## src/inc/otc_map.svh

```systemverilog
`ifndef OTC_MAP_SVH
`define OTC_MAP_SVH

// Register byte offsets on the AXI4-Lite bus.
`define OTC_OFF_CTRL        8'h00
`define OTC_OFF_LIM_FP      8'h04
`define OTC_OFF_LIM_RR      8'h08
`define OTC_OFF_LIM_RP      8'h0C
`define OTC_OFF_LIM_FR      8'h10
`define OTC_OFF_TERM_FUNC   8'h14
`define OTC_OFF_RELAY_FUNC  8'h18
`define OTC_OFF_STATUS      8'h1C
`define OTC_OFF_MASK        8'h20
`define OTC_OFF_STATE       8'h24

// Control register fields.
`define OTC_CTRL_METHOD_LSB 0
`define OTC_CTRL_WIDTH_LSB  4

// Status and mask bit positions.
`define OTC_EV_OTQ_BIT      0
`define OTC_EV_TRIP_BIT     1

// Reset values.
`define OTC_CTRL_RST        32'h0000_0000
`define OTC_LIM_RST         8'h64
`define OTC_FUNC_RST        6'h00

// Motor control method codes that give a defined over-torque flag.
`define OTC_METHOD_SLV      3'h3
`define OTC_METHOD_SLV0     3'h4
`define OTC_METHOD_VEC      3'h5

// Output terminal function code for the over-torque flag.
`define OTC_FUNC_OTQ        6'h07

// Trip-code width selection.
`define OTC_WIDTH_OFF       2'h0
`define OTC_WIDTH_3BIT      2'h1
`define OTC_WIDTH_4BIT      2'h2

// Highest torque threshold, in percent.
`define OTC_LIM_MAX         8'hC8

// Trip codes.
`define OTC_CODE_NONE       4'h0
`define OTC_CODE_OC         4'h1
`define OTC_CODE_OL         4'h2
`define OTC_CODE_OV         4'h3
`define OTC_CODE_UV         4'h4
`define OTC_CODE_IPF        4'h5
`define OTC_CODE_PWR        4'h6
`define OTC_CODE_BRES       4'h7
`define OTC_CODE_OTHER3     4'h7
`define OTC_CODE_MEM        4'h8
`define OTC_CODE_CT         4'h9
`define OTC_CODE_EXT        4'hA
`define OTC_CODE_GND        4'hB
`define OTC_CODE_SEQ        4'hC
`define OTC_CODE_TEMP       4'hD
`define OTC_CODE_PHASE      4'hE
`define OTC_CODE_USER       4'hF

// AXI response codes.
`define OTC_RESP_OKAY       2'h0
`define OTC_RESP_SLVERR     2'h2

`endif

```

## src/inc/otc_pkg.sv

```systemverilog
package otc_pkg;

  // Trip causes as reported by the trip detection logic.
  typedef enum logic [4:0] {
    OTC_CAUSE_NONE      = 5'h00,
    OTC_CAUSE_OVERCURR  = 5'h01,
    OTC_CAUSE_OVERLOAD  = 5'h02,
    OTC_CAUSE_LS_OVERLD = 5'h03,
    OTC_CAUSE_OVERVOLT  = 5'h04,
    OTC_CAUSE_UNDERVOLT = 5'h05,
    OTC_CAUSE_PWR_FAIL  = 5'h06,
    OTC_CAUSE_PWR_STAGE = 5'h07,
    OTC_CAUSE_BRAKE_RES = 5'h08,
    OTC_CAUSE_MEM_CPU   = 5'h09,
    OTC_CAUSE_CT        = 5'h0A,
    OTC_CAUSE_EXTERNAL  = 5'h0B,
    OTC_CAUSE_GND_FAULT = 5'h0C,
    OTC_CAUSE_SEQ_PROG  = 5'h0D,
    OTC_CAUSE_TEMP      = 5'h0E,
    OTC_CAUSE_PHASE     = 5'h0F,
    OTC_CAUSE_USER_OPT  = 5'h10
  } otc_cause_t;

  // Operating quadrant of the motor.
  typedef struct packed {
    logic fwd;
    logic regen;
  } otc_quad_t;

  // The four torque thresholds, in percent.
  typedef struct packed {
    logic [7:0] fwd_powering_torque_limit;
    logic [7:0] rev_regen_torque_limit;
    logic [7:0] rev_powering_torque_limit;
    logic [7:0] fwd_regen_torque_limit;
  } otc_limits_t;

  // Trip report from the protection logic.
  typedef struct packed {
    logic       tripped;
    otc_cause_t cause;
  } otc_trip_t;

endpackage : otc_pkg

```

## src/verilog/otc_torque_cmp.sv

```systemverilog
`timescale 1ns/1ps
`include "otc_map.svh"

module otc_torque_cmp
  import otc_pkg::*;
#(
  parameter int TQ_W = 9
) (
  // Clock and reset.
  input  wire logic            i_sys_clk,
  input  wire logic            i_rst_b,
  // Torque and settings.
  input  wire logic [TQ_W-1:0] i_torque,
  input  wire otc_quad_t       i_quad,
  input  wire otc_limits_t     i_limits,
  input  wire logic [2:0]      i_method,
  // Flag.
  output logic                 o_torque_over_flag
);

  logic [7:0] limit;

  always_comb begin
    case ({i_quad.fwd, i_quad.regen})
      2'b10:   limit = i_limits.fwd_powering_torque_limit;
      2'b01:   limit = i_limits.rev_regen_torque_limit;
      2'b00:   limit = i_limits.rev_powering_torque_limit;
      default: limit = i_limits.fwd_regen_torque_limit;
    endcase
  end

  // Under other control methods the flag is held low rather than left floating.
  always_ff @(posedge i_sys_clk) begin
    if (!i_rst_b) begin
      o_torque_over_flag <= 1'b0;
    end else if (i_method == `OTC_METHOD_SLV || i_method == `OTC_METHOD_SLV0 ||
                 i_method == `OTC_METHOD_VEC) begin
      o_torque_over_flag <= ({{(TQ_W > 8 ? 0 : 8 - TQ_W){1'b0}}, i_torque} >
                             {{(TQ_W > 8 ? TQ_W - 8 : 0){1'b0}}, limit});
    end else begin
      o_torque_over_flag <= 1'b0;
    end
  end

endmodule : otc_torque_cmp

```

## src/verilog/otc_trip_enc.sv

```systemverilog
`timescale 1ns/1ps
`include "otc_map.svh"

module otc_trip_enc
  import otc_pkg::*;
(
  // Clock and reset.
  input  wire logic       i_sys_clk,
  input  wire logic       i_rst_b,
  // Trip report and width.
  input  wire otc_trip_t  i_trip,
  input  wire logic [1:0] i_width,
  // Code, bit 0 goes to terminal 11.
  output logic [3:0]      o_code
);

  function automatic logic [3:0] code4(input otc_cause_t c);
    case (c)
      OTC_CAUSE_OVERCURR:  code4 = `OTC_CODE_OC;
      OTC_CAUSE_OVERLOAD:  code4 = `OTC_CODE_OL;
      OTC_CAUSE_LS_OVERLD: code4 = `OTC_CODE_OL;
      OTC_CAUSE_OVERVOLT:  code4 = `OTC_CODE_OV;
      OTC_CAUSE_UNDERVOLT: code4 = `OTC_CODE_UV;
      OTC_CAUSE_PWR_FAIL:  code4 = `OTC_CODE_IPF;
      OTC_CAUSE_PWR_STAGE: code4 = `OTC_CODE_PWR;
      OTC_CAUSE_BRAKE_RES: code4 = `OTC_CODE_BRES;
      OTC_CAUSE_MEM_CPU:   code4 = `OTC_CODE_MEM;
      OTC_CAUSE_CT:        code4 = `OTC_CODE_CT;
      OTC_CAUSE_EXTERNAL:  code4 = `OTC_CODE_EXT;
      OTC_CAUSE_GND_FAULT: code4 = `OTC_CODE_GND;
      OTC_CAUSE_SEQ_PROG:  code4 = `OTC_CODE_SEQ;
      OTC_CAUSE_TEMP:      code4 = `OTC_CODE_TEMP;
      OTC_CAUSE_PHASE:     code4 = `OTC_CODE_PHASE;
      OTC_CAUSE_USER_OPT:  code4 = `OTC_CODE_USER;
      default:             code4 = `OTC_CODE_NONE;
    endcase
  endfunction : code4

  // In 3-bit mode only codes 1 to 6 are dedicated; low-speed overload is not.
  function automatic logic [3:0] code3(input otc_cause_t c);
    case (c)
      OTC_CAUSE_NONE:      code3 = `OTC_CODE_NONE;
      OTC_CAUSE_LS_OVERLD: code3 = `OTC_CODE_OTHER3;
      default:             code3 = (code4(c) <= `OTC_CODE_PWR) ? code4(c)
                                                              : `OTC_CODE_OTHER3;
    endcase
  endfunction : code3

  always_ff @(posedge i_sys_clk) begin
    if (!i_rst_b) begin
      o_code <= `OTC_CODE_NONE;
    end else if (!i_trip.tripped) begin
      o_code <= `OTC_CODE_NONE;
    end else if (i_width == `OTC_WIDTH_4BIT) begin
      o_code <= code4(i_trip.cause);
    end else begin
      o_code <= code3(i_trip.cause);
    end
  end

endmodule : otc_trip_enc

```

## src/verilog/otc_top.sv

```systemverilog
`timescale 1ns/1ps
`include "otc_map.svh"

module otc_top
  import otc_pkg::*;
#(
  parameter int TQ_W = 9
) (
  // Clock and reset.
  input  wire logic            i_sys_clk,
  input  wire logic            i_rst_b,
  // AXI4-Lite write address and data.
  input  wire logic [7:0]      i_awaddr,
  input  wire logic            i_awvalid,
  output logic                 o_awready,
  input  wire logic [31:0]     i_wdata,
  input  wire logic [3:0]      i_wstrb,
  input  wire logic            i_wvalid,
  output logic                 o_wready,
  // AXI4-Lite write response.
  output logic [1:0]           o_bresp,
  output logic                 o_bvalid,
  input  wire logic            i_bready,
  // AXI4-Lite read.
  input  wire logic [7:0]      i_araddr,
  input  wire logic            i_arvalid,
  output logic                 o_arready,
  output logic [31:0]          o_rdata,
  output logic [1:0]           o_rresp,
  output logic                 o_rvalid,
  input  wire logic            i_rready,
  // Drive state.
  input  wire logic [TQ_W-1:0] i_torque,
  input  wire otc_quad_t       i_quad,
  input  wire otc_trip_t       i_trip,
  input  wire logic [5:0]      i_other_func,
  // Output terminals 11 to 15 and the relay.
  output logic [4:0]           o_term,
  output logic                 o_relay,
  output logic                 o_irq
);

  localparam int NTERM = 5;
  localparam logic [31:0] CTRL_RST = `OTC_CTRL_RST;

  // Settings.
  logic [2:0]  method;
  logic [1:0]  width;
  otc_limits_t limits;
  logic [5:0]  term_func [NTERM];
  logic [5:0]  relay_func;
  logic [1:0]  status;
  logic [1:0]  mask;

  // Internal state.
  logic        torque_over_flag;
  logic        torque_over_flag_d;
  logic        tripped_d;
  logic [3:0]  trip_code;
  logic [1:0]  ev_set;
  logic [1:0]  ev_clr;

  // Bus state.
  logic        aw_held;
  logic        w_held;
  logic [7:0]  aw_addr;
  logic [31:0] w_data;
  logic [3:0]  w_strb;
  logic        do_write;
  logic [31:0] wr_word;
  logic [31:0] next_rdata;
  logic        rd_hit;

  otc_torque_cmp #(
    .TQ_W               (TQ_W)
  ) u_cmp (
    .i_sys_clk          (i_sys_clk),
    .i_rst_b            (i_rst_b),
    .i_torque           (i_torque),
    .i_quad             (i_quad),
    .i_limits           (limits),
    .i_method           (method),
    .o_torque_over_flag (torque_over_flag)
  );

  otc_trip_enc u_enc (
    .i_sys_clk (i_sys_clk),
    .i_rst_b   (i_rst_b),
    .i_trip    (i_trip),
    .i_width   (width),
    .o_code    (trip_code)
  );

  // Decodes a byte offset into a register index; 4'hF marks an unmapped address.
  function automatic logic [3:0] reg_index(input logic [7:0] a);
    case (a)
      `OTC_OFF_CTRL:       reg_index = 4'h0;
      `OTC_OFF_LIM_FP:     reg_index = 4'h1;
      `OTC_OFF_LIM_RR:     reg_index = 4'h2;
      `OTC_OFF_LIM_RP:     reg_index = 4'h3;
      `OTC_OFF_LIM_FR:     reg_index = 4'h4;
      `OTC_OFF_TERM_FUNC:  reg_index = 4'h5;
      `OTC_OFF_RELAY_FUNC: reg_index = 4'h6;
      `OTC_OFF_STATUS:     reg_index = 4'h7;
      `OTC_OFF_MASK:       reg_index = 4'h8;
      `OTC_OFF_STATE:      reg_index = 4'h9;
      default:             reg_index = 4'hF;
    endcase
  endfunction : reg_index

  // Settings above the top of the range are pinned at the top.
  function automatic logic [7:0] clamp_limit(input logic [7:0] v);
    clamp_limit = (v > `OTC_LIM_MAX) ? `OTC_LIM_MAX : v;
  endfunction : clamp_limit

  // Merges the write data into the present word by byte strobe.
  function automatic logic [31:0] merge(input logic [31:0] old, input logic [31:0] nw,
                                        input logic [3:0] st);
    logic [31:0] r;
    r = old;
    for (int b = 0; b < 4; b++) begin
      if (st[b]) begin
        r[8*b +: 8] = nw[8*b +: 8];
      end
    end
    merge = r;
  endfunction : merge

  // Write address and data are taken independently; the write happens once both are in.
  always_ff @(posedge i_sys_clk) begin
    if (!i_rst_b) begin
      aw_held   <= 1'b0;
      aw_addr   <= 8'h00;
      o_awready <= 1'b1;
    end else if (i_awvalid && o_awready) begin
      aw_held   <= 1'b1;
      aw_addr   <= {i_awaddr[7:2], 2'b00};
      o_awready <= 1'b0;
    end else if (do_write) begin
      aw_held   <= 1'b0;
    end else if (o_bvalid && i_bready) begin
      o_awready <= 1'b1;
    end
  end

  always_ff @(posedge i_sys_clk) begin
    if (!i_rst_b) begin
      w_held   <= 1'b0;
      w_data   <= 32'h0000_0000;
      w_strb   <= 4'h0;
      o_wready <= 1'b1;
    end else if (i_wvalid && o_wready) begin
      w_held   <= 1'b1;
      w_data   <= i_wdata;
      w_strb   <= i_wstrb;
      o_wready <= 1'b0;
    end else if (do_write) begin
      w_held   <= 1'b0;
    end else if (o_bvalid && i_bready) begin
      o_wready <= 1'b1;
    end
  end

  assign do_write = aw_held && w_held && !o_bvalid;

  always_ff @(posedge i_sys_clk) begin
    if (!i_rst_b) begin
      o_bvalid <= 1'b0;
      o_bresp  <= `OTC_RESP_OKAY;
    end else if (do_write) begin
      o_bvalid <= 1'b1;
      o_bresp  <= (reg_index(aw_addr) == 4'hF || reg_index(aw_addr) == 4'h9) ?
                  `OTC_RESP_SLVERR : `OTC_RESP_OKAY;
    end else if (o_bvalid && i_bready) begin
      o_bvalid <= 1'b0;
    end
  end

  always_comb begin
    wr_word = 32'h0000_0000;
    case (reg_index(aw_addr))
      4'h0:    wr_word = {24'h00_0000, 2'b00, width, 1'b0, method};
      4'h1:    wr_word = {24'h00_0000, limits.fwd_powering_torque_limit};
      4'h2:    wr_word = {24'h00_0000, limits.rev_regen_torque_limit};
      4'h3:    wr_word = {24'h00_0000, limits.rev_powering_torque_limit};
      4'h4:    wr_word = {24'h00_0000, limits.fwd_regen_torque_limit};
      4'h6:    wr_word = {26'h000_0000, relay_func};
      4'h8:    wr_word = {30'h0000_0000, mask};
      default: wr_word = 32'h0000_0000;
    endcase
    wr_word = merge(wr_word, w_data, w_strb);
  end

  // Writes to a width code of 03 leave the terminals unforced, as with 00.
  always_ff @(posedge i_sys_clk) begin
    if (!i_rst_b) begin
      method <= CTRL_RST[`OTC_CTRL_METHOD_LSB +: 3];
      width  <= CTRL_RST[`OTC_CTRL_WIDTH_LSB +: 2];
    end else if (do_write && reg_index(aw_addr) == 4'h0) begin
      method <= wr_word[`OTC_CTRL_METHOD_LSB +: 3];
      width  <= wr_word[`OTC_CTRL_WIDTH_LSB +: 2];
    end
  end

  always_ff @(posedge i_sys_clk) begin
    if (!i_rst_b) begin
      limits <= {4{`OTC_LIM_RST}};
    end else if (do_write) begin
      case (reg_index(aw_addr))
        4'h1:    limits.fwd_powering_torque_limit <= clamp_limit(wr_word[7:0]);
        4'h2:    limits.rev_regen_torque_limit    <= clamp_limit(wr_word[7:0]);
        4'h3:    limits.rev_powering_torque_limit <= clamp_limit(wr_word[7:0]);
        4'h4:    limits.fwd_regen_torque_limit    <= clamp_limit(wr_word[7:0]);
        default: limits <= limits;
      endcase
    end
  end

  // Terminal function selections: six bits per terminal, terminal 11 lowest.
  genvar gt;
  generate
    for (gt = 0; gt < NTERM; gt++) begin : g_func
      always_ff @(posedge i_sys_clk) begin
        if (!i_rst_b) begin
          term_func[gt] <= `OTC_FUNC_RST;
        end else if (do_write && reg_index(aw_addr) == 4'h5 && w_strb != 4'h0) begin
          term_func[gt] <= w_data[6*gt +: 6];
        end
      end
    end
  endgenerate

  always_ff @(posedge i_sys_clk) begin
    if (!i_rst_b) begin
      relay_func <= `OTC_FUNC_RST;
      mask       <= 2'b00;
    end else if (do_write && reg_index(aw_addr) == 4'h6) begin
      relay_func <= wr_word[5:0];
    end else if (do_write && reg_index(aw_addr) == 4'h8) begin
      mask       <= wr_word[1:0];
    end
  end

  // Events: a rising over-torque flag and entry into the tripped state.
  always_ff @(posedge i_sys_clk) begin
    if (!i_rst_b) begin
      torque_over_flag_d <= 1'b0;
      tripped_d          <= 1'b0;
    end else begin
      torque_over_flag_d <= torque_over_flag;
      tripped_d          <= i_trip.tripped;
    end
  end

  assign ev_set[`OTC_EV_OTQ_BIT]  = torque_over_flag && !torque_over_flag_d;
  assign ev_set[`OTC_EV_TRIP_BIT] = i_trip.tripped && !tripped_d;
  assign ev_clr = (do_write && reg_index(aw_addr) == 4'h7) ? (w_data[1:0] & {2{w_strb[0]}})
                                                           : 2'b00;

  // A new event in the clearing cycle survives the clear.
  always_ff @(posedge i_sys_clk) begin
    if (!i_rst_b) begin
      status <= 2'b00;
    end else begin
      status <= (status & ~ev_clr) | ev_set;
    end
  end

  always_ff @(posedge i_sys_clk) begin
    if (!i_rst_b) begin
      o_irq <= 1'b0;
    end else begin
      o_irq <= |(status & mask);
    end
  end

  // Read channel: one read in flight; arready drops until the data is taken.
  always_comb begin
    rd_hit     = 1'b1;
    next_rdata = 32'h0000_0000;
    case (reg_index(i_araddr))
      4'h0: next_rdata = {24'h00_0000, 2'b00, width, 1'b0, method};
      4'h1: next_rdata = {24'h00_0000, limits.fwd_powering_torque_limit};
      4'h2: next_rdata = {24'h00_0000, limits.rev_regen_torque_limit};
      4'h3: next_rdata = {24'h00_0000, limits.rev_powering_torque_limit};
      4'h4: next_rdata = {24'h00_0000, limits.fwd_regen_torque_limit};
      4'h5: next_rdata = {2'b00, term_func[4], term_func[3], term_func[2],
                          term_func[1], term_func[0]};
      4'h6: next_rdata = {26'h000_0000, relay_func};
      4'h7: next_rdata = {30'h0000_0000, status};
      4'h8: next_rdata = {30'h0000_0000, mask};
      4'h9: next_rdata = {18'h0_0000, o_relay, o_term, torque_over_flag,
                          i_trip.tripped, 2'b00, trip_code};
      default: rd_hit = 1'b0;
    endcase
  end

  always_ff @(posedge i_sys_clk) begin
    if (!i_rst_b) begin
      o_arready <= 1'b1;
      o_rvalid  <= 1'b0;
      o_rdata   <= 32'h0000_0000;
      o_rresp   <= `OTC_RESP_OKAY;
    end else if (i_arvalid && o_arready) begin
      o_arready <= 1'b0;
      o_rvalid  <= 1'b1;
      o_rdata   <= next_rdata;
      o_rresp   <= rd_hit ? `OTC_RESP_OKAY : `OTC_RESP_SLVERR;
    end else if (o_rvalid && i_rready) begin
      o_arready <= 1'b1;
      o_rvalid  <= 1'b0;
    end
  end

  // Terminal drive: trip code first, then function 07, else the other function.
  generate
    for (gt = 0; gt < NTERM; gt++) begin : g_term
      always_ff @(posedge i_sys_clk) begin
        if (!i_rst_b) begin
          o_term[gt] <= 1'b0;
        end else if (width == `OTC_WIDTH_3BIT && gt < 3) begin
          o_term[gt] <= trip_code[gt];
        end else if (width == `OTC_WIDTH_4BIT && gt < 4) begin
          o_term[gt] <= trip_code[gt];
        end else if (term_func[gt] == `OTC_FUNC_OTQ) begin
          o_term[gt] <= torque_over_flag;
        end else begin
          o_term[gt] <= i_other_func[gt];
        end
      end
    end
  endgenerate

  always_ff @(posedge i_sys_clk) begin
    if (!i_rst_b) begin
      o_relay <= 1'b0;
    end else if (relay_func == `OTC_FUNC_OTQ) begin
      o_relay <= torque_over_flag;
    end else begin
      o_relay <= i_other_func[5];
    end
  end

endmodule : otc_top

```

## config.mk

```make
export PLATFORM = sky130hd
export DESIGN_NAME = otc_top
export DESIGN_NICKNAME = d
export VERILOG_FILES = /design/src/inc/otc_pkg.sv /design/src/verilog/otc_torque_cmp.sv /design/src/verilog/otc_trip_enc.sv /design/src/verilog/otc_top.sv
export VERILOG_INCLUDE_DIRS = /design/src /design/src/inc
export SDC_FILE = /design/constraint.sdc
export NUM_CORES = 1
export LEC_CHECK = 0
export ABC_AREA = 1
export BUFFER_PORTS_ARGS = -buffer_cell sky130_fd_sc_hd__buf_2
export CAP_MARGIN = 25
export CORE_MARGIN = 1.5
export CORE_UTILIZATION = 60
export DETAILED_ROUTE_END_ITERATION = 6
export GPL_ROUTABILITY_DRIVEN = 1
export PLACE_DENSITY = 0.84
export SETUP_SLACK_MARGIN = 0.4
export SYNTH_ARGS = -nofsm -noshare
export SYNTH_HDL_FRONTEND = slang
export SYNTH_SLANG_ARGS = --single-unit
```

## constraint.sdc

```tcl
create_clock -name i_sys_clk -period 6.1 [get_ports i_sys_clk]
set_clock_uncertainty 0.05 [all_clocks]
set_input_delay 0 -clock i_sys_clk [delete_from_list [all_inputs] [get_ports i_sys_clk]]
set_output_delay 0 -clock i_sys_clk [all_outputs]
set_load 0.1 [all_outputs]
```

; ---- Yosys cells after proc, flatten, opt, wreduce, memory -nomap -nowiden
; Memories as Yosys holds them, arrays and structs flattened.
; Index checks and enable logic that the tools add are counted.
[totals]
memories = 4
register_bits = 144
input_bits = 82
mem_bits_rw = 30
mem_bits_ro = 384
word_cells = 215
[op_classes]
order_cmp = 3
reduce_logical = 47
eq_ne = 59
n_mux = 58
bitwise_logic = 11
[mem_list]
columns = memory, depth, width, rd, rd_clocked_by_memory_dff, write_ports, line_no
row1 = (no name shown), 32, 4, 1, 0, 0, otc_trip_enc.sv:18  ; case (c)
row2 = (no name shown), 32, 4, 1, 0, 0, otc_trip_enc.sv:18
row3 = (no name shown), 32, 4, 1, 0, 0, otc_trip_enc.sv:18
row4 = term_func, 5, 6, 5, 0, 5, otc_top.sv:50  ; logic [5:0] term_func [NTERM];
[op_table]
columns = cell, count
row1 = one-hot mux 30 bit (10 select lines), 1
row2 = one-hot mux 4 bit (10 select lines), 2
row3 = "equality test 6 x 3 -> 1 bit, second input constant", 10
row4 = one-hot mux 8 bit (7 select lines), 1
row5 = 2-to-1 mux 4 bit, 11
row6 = "equality test 4 x 3 -> 1 bit, second input constant", 10
row7 = "equality test 8 x 5 -> 1 bit, second input constant", 4
row8 = 2-to-1 mux 1 bit, 31
row9 = 2-to-1 mux 6 bit, 5
row10 = "equality test 4 x 2 -> 1 bit, second input constant", 6
row11 = "equality test 4 bit, second input constant", 6
row12 = one-hot mux 8 bit (3 select lines), 1
row13 = AND reduction 2 bit, 9
row14 = "equality test 8 x 4 -> 1 bit, second input constant", 2
row15 = "equality test 8 x 6 -> 1 bit, second input constant", 2
row16 = zero test 8 bit, 2
row17 = 2-to-1 mux 8 bit, 2
row18 = logical AND 1 bit, 15
row19 = "equality test 4 x 1 -> 1 bit, second input constant", 3
row20 = "equality test 6 x 2 -> 1 bit, second input constant", 2
row21 = "equality test 6 x 4 -> 1 bit, second input constant", 2
row22 = zero test 4 bit, 3
row23 = nonzero test 2 bit, 6
row24 = OR reduction 10 bit, 1
row25 = 24 further kinds, 41

; ---- Logic depth before layout (Yosys ltp)
[depth]
depth_word = 10
depth_mapped = 16
mapped_depth_nobuf = 15

; ---- By module
; From an unflattened synthesis, not the netlist that was laid out.
[unflattened]
hier_cells = 1102
hier_area_um2 = 8122.8
[modules_own_cells]
columns = mod, cells_each, seq_area_each_um2, area_per_inst_um2, instances
row1 = otc_top, 957, 3603.5, 7259.5, 1
row2 = otc_torque_cmp, 88, 20.0, 506.7, 1
row3 = otc_trip_enc, 57, 80.1, 356.6, 1

; ---- Least setup slack after synthesis
; No wires, ideal clock.
[synth_timing]
path_kind = register to register
from = register o_bvalid
to = memory term_func[0][0], enable pin
setup_slack_ns = 3.874
synth_period_minus_slack_ns = 2.226
setup_time_ns = 0.373
path_stages_with_launch = 5
arrival_ns = 1.803
path_buffers = 0
cell_sequence = dfxtp_1 > nor2_1 > nand3_1 > nor4_1 > or2_2
[synth_lines]
columns = item, line_no
row1 = from (decl), otc_top.sv:22  ; output logic o_bvalid,
row2 = from (signal assigned), otc_top.sv:168  ; o_bvalid <= 1'b0;
row3 = from (signal assigned), otc_top.sv:171  ; o_bvalid <= 1'b1;
row4 = from (signal assigned), otc_top.sv:175  ; o_bvalid <= 1'b0;
row5 = to (decl), otc_top.sv:50

==> results.toml <==
[status]
run_status = "completed"

[placed_design]
port_buffers = 121
postPlaceCellArea_sq_mm = 0.008618
hpwlAfterDp_um = 16060
dpl_worst_slack_ns = 3.123
place_congestion = 0.9535

[critical_path]
required_ns = 6.30
critPathKind = "flop to flop"
critical_path_arrival_ns = 3.36
crit_path_end_kind = "flop"
start_kind = "flop"
r2r_slack_ns = 2.94
worstPathMaxFanout = 30

[worst_hold_path]
hp-class = "input port to flop"

[synthesis]
synthSimpleGateAreaFrac_pct = 22.70
synth.most_common_cell = "nand2_1"
ys_async_sr_fraction_pct = 0
synth_top_area_share_pct = 35.19
synth_mux_area_share_pct = 0
synth_adder_area_share_pct = 2.199
yosysTopAreaCell = "dfxtp_1"
ys_warn_count = 0
yosysSeqAreaShare_pct = 46.50
synthTopCellsByCount = "nand2_1, dfxtp_1, inv_1, a21oi_1, o21ai_0"
synthXorXnorAreaFrac_pct = 0
syn_area_per_cell_sq_um = 7.430
synth_top_family_by_area = "simple AND/OR/NAND/NOR gates"
syn_inst = 1072
synth_cell_types = 44
ys_top_cells_by_area = "dfxtp_1, edfxtp_1, nand2_1, a21oi_1, o21ai_0"
synth_seq_cells = 170
synth_compound_area_share_pct = 19.45
synth_ff_type = "dfxtp_1"
synth_edf_count = 30
synth.cell_area_sq_mm = 0.007965

[final_layout]
final_area_sq_mm = 0.009802
utilization_pct = 76.74
syn2layout_area_growth_pct = 23.06
fillCellCount = 887
antenna_cells = 0
regArea_sq_mm = 0.003704
final_nets = 1324
multiInputGateArea_sq_mm = 0.003550
drive_above_1_share_pct = 14.91

[power]
clkPwrFrac_pct = 40.6
internal_power_mw = 1.847
power_frac_comb_pct = 13.9
p_sw_mw = 0.8291
peakVddDrop_v = 0.0002447
power_frac_seq_pct = 45.5
fin_total_pwr_mw = 2.676
switching_share_pct = 30.99
cellPowerDensity_mw_per_mm2 = 273.0
p_leak_nw = 4.268

[clocking]
clkLatencyLatePin_ns = 0.45
clock_path_buffers = 2
cts_tree = "yes"
cts_sinks = 170
cts_max_level = 4
cts_resized = 0
cts_root_buf = "clkbuf_16"
numCtsBuffers = 17
path_clk_slew_ns = 0.08

[detailed_routing]
routedWlPerCell_um = 18.03
drt_iter0_drc = 1103
via_count = 8351
routed_wirelength_um = 25480
route.detailed.drc = 0
avgViaCountPerCell = 5.910
antenna_left = 0
dr.pass1.iters = 6

[grt]
grt_pass1_vias = 7718
track_usage_pct = 36.98
use_met2_pct = 58.90
antenna_found_initial = 0
use_met3_pct = 8.108
grt.overflow.total = 0
met1_usage_pct = 48.89
grt_pass1_wl_um = 40500
grt_max_degree = 83
gr-max-usage-layer = "met2"

[timing]
slew_headroom_pct = 28.34
worst_pin_slew_ns = 1.072
fin_setup_tns_ns = 0
rsz0062_at_grt = "false"
fin_crit_ns = 3.163
finalSetupViolCount = 0
max_freq_ghz = 0.3162
drv_slew = 0
hold_viol_final = 0
fin_ws_ns = 2.937
period_share_pct = 51.85

[die]
row_count = 41
die_y_um = 118.2
fp.dieArea_sq_mm = 0.01398
initial_core_util_pct = 62.36
dieWidth_um = 118.2
ios = 130
core_area_sq_mm = 0.01277

[run]
drv_cap = 0
[per-stage QoR]
step | hold WS, ns | instances
after floorplan | 0.07760 | 1075
after detailed placement | 0.2091 | 1323
after global placement | 0.2025 | 1323
after global routing | 0.07283 | 1413
after CTS | 0.01795 | 1413
final | 0.05887 | 1413
[registers in the layout, indices dropped and copies added (netlist names), 2 cells and up]
register,cells
method,3
status,2
w_strb,4
w_data,30
limits,32
term_func,30
u_enc.o_code,4
aw_addr,6
mask,2
o_rdata,30
relay_func,6
width,2
o_term,5
[cell type report]
cell class                      instances  area share, %
Timing Repair Buffer                  187          12.71
Clock inverter                         15          1.813
Tap cell                              172          2.196
Clock buffer                           17          4.340
Inverter                              129          4.940
Multi-Input combinational cell        723          36.21
Sequential cell                       170          37.78
[worst max-delay path, cell delays in order, from the launching register on]
cell and delay (ns):
dfxtp_1 0.39, inv_2 0.07, nor2_1 0.66, nand3_1 0.23, nor4_1 0.42, nand2_1 0.71, nor2_1 0.42
[cells by family after synthesis]
kind of cell / after synthesis
AOI/OAI and AO/OA: 284
adders and majority gates: 14
buffers and inverters: 182
DFF: 170
other: 1
and+or+nand+nor: 421
[timing repair]
action	CTS	global route
buffers inserted	0	0
endpoints found under the hold margin	60	0
hold buffers	58	0
[layer usage]
layer | up-vias | wire length [um]
met3 | 79 | 2507
met4 | 0 | 773
li1 | 3903 | -
met2 | 527 | 11860
met1 | 3842 | 10330
met5 | - | 0
[final timing paths]
path / from / to / cells past startpoint
setup / recovery: aw_addr[4] / term_func[0][5] / 6
hold / removal: i_trip[0] / u_enc.o_code[0] / 4
setup reg to reg: aw_addr[4] / term_func[0][5] / 6
hold reg to reg: tripped_d / status[1] / 1
[cell usage in the layout, fill, tap and decap left out, types with 8 or more instances in the layout]
cell type | Yosys | layout
edfxtp_1 | 30 | 30
buf_2 | 7 | 121
buf_4 | 7 | 8
clkbuf_16 | 0 | 17
nand4_1 | 38 | 38
o21ai_1 | 10 | 10
dlygate4sd3_1 | 0 | 58
o21ai_0 | 113 | 113
nor3_1 | 13 | 13
nor2_1 | 104 | 104
nand2_1 | 208 | 207
ha_1 | 14 | 14
nand3_1 | 36 | 36
inv_1 | 124 | 124
a21oi_1 | 119 | 119
dfxtp_1 | 140 | 140
[power groups by stage]
stage                     logic (mW)  clock network, mW  registers, mW
after floorplan                0.195                  0           1.28
after global placement         0.315                  0           1.24
after detailed placement       0.323                  0           1.24
after CTS                      0.354               1.09           1.21
after global routing           0.399               1.13           1.22
final                          0.371               1.09           1.22
(Power assumes the default switching activity.)
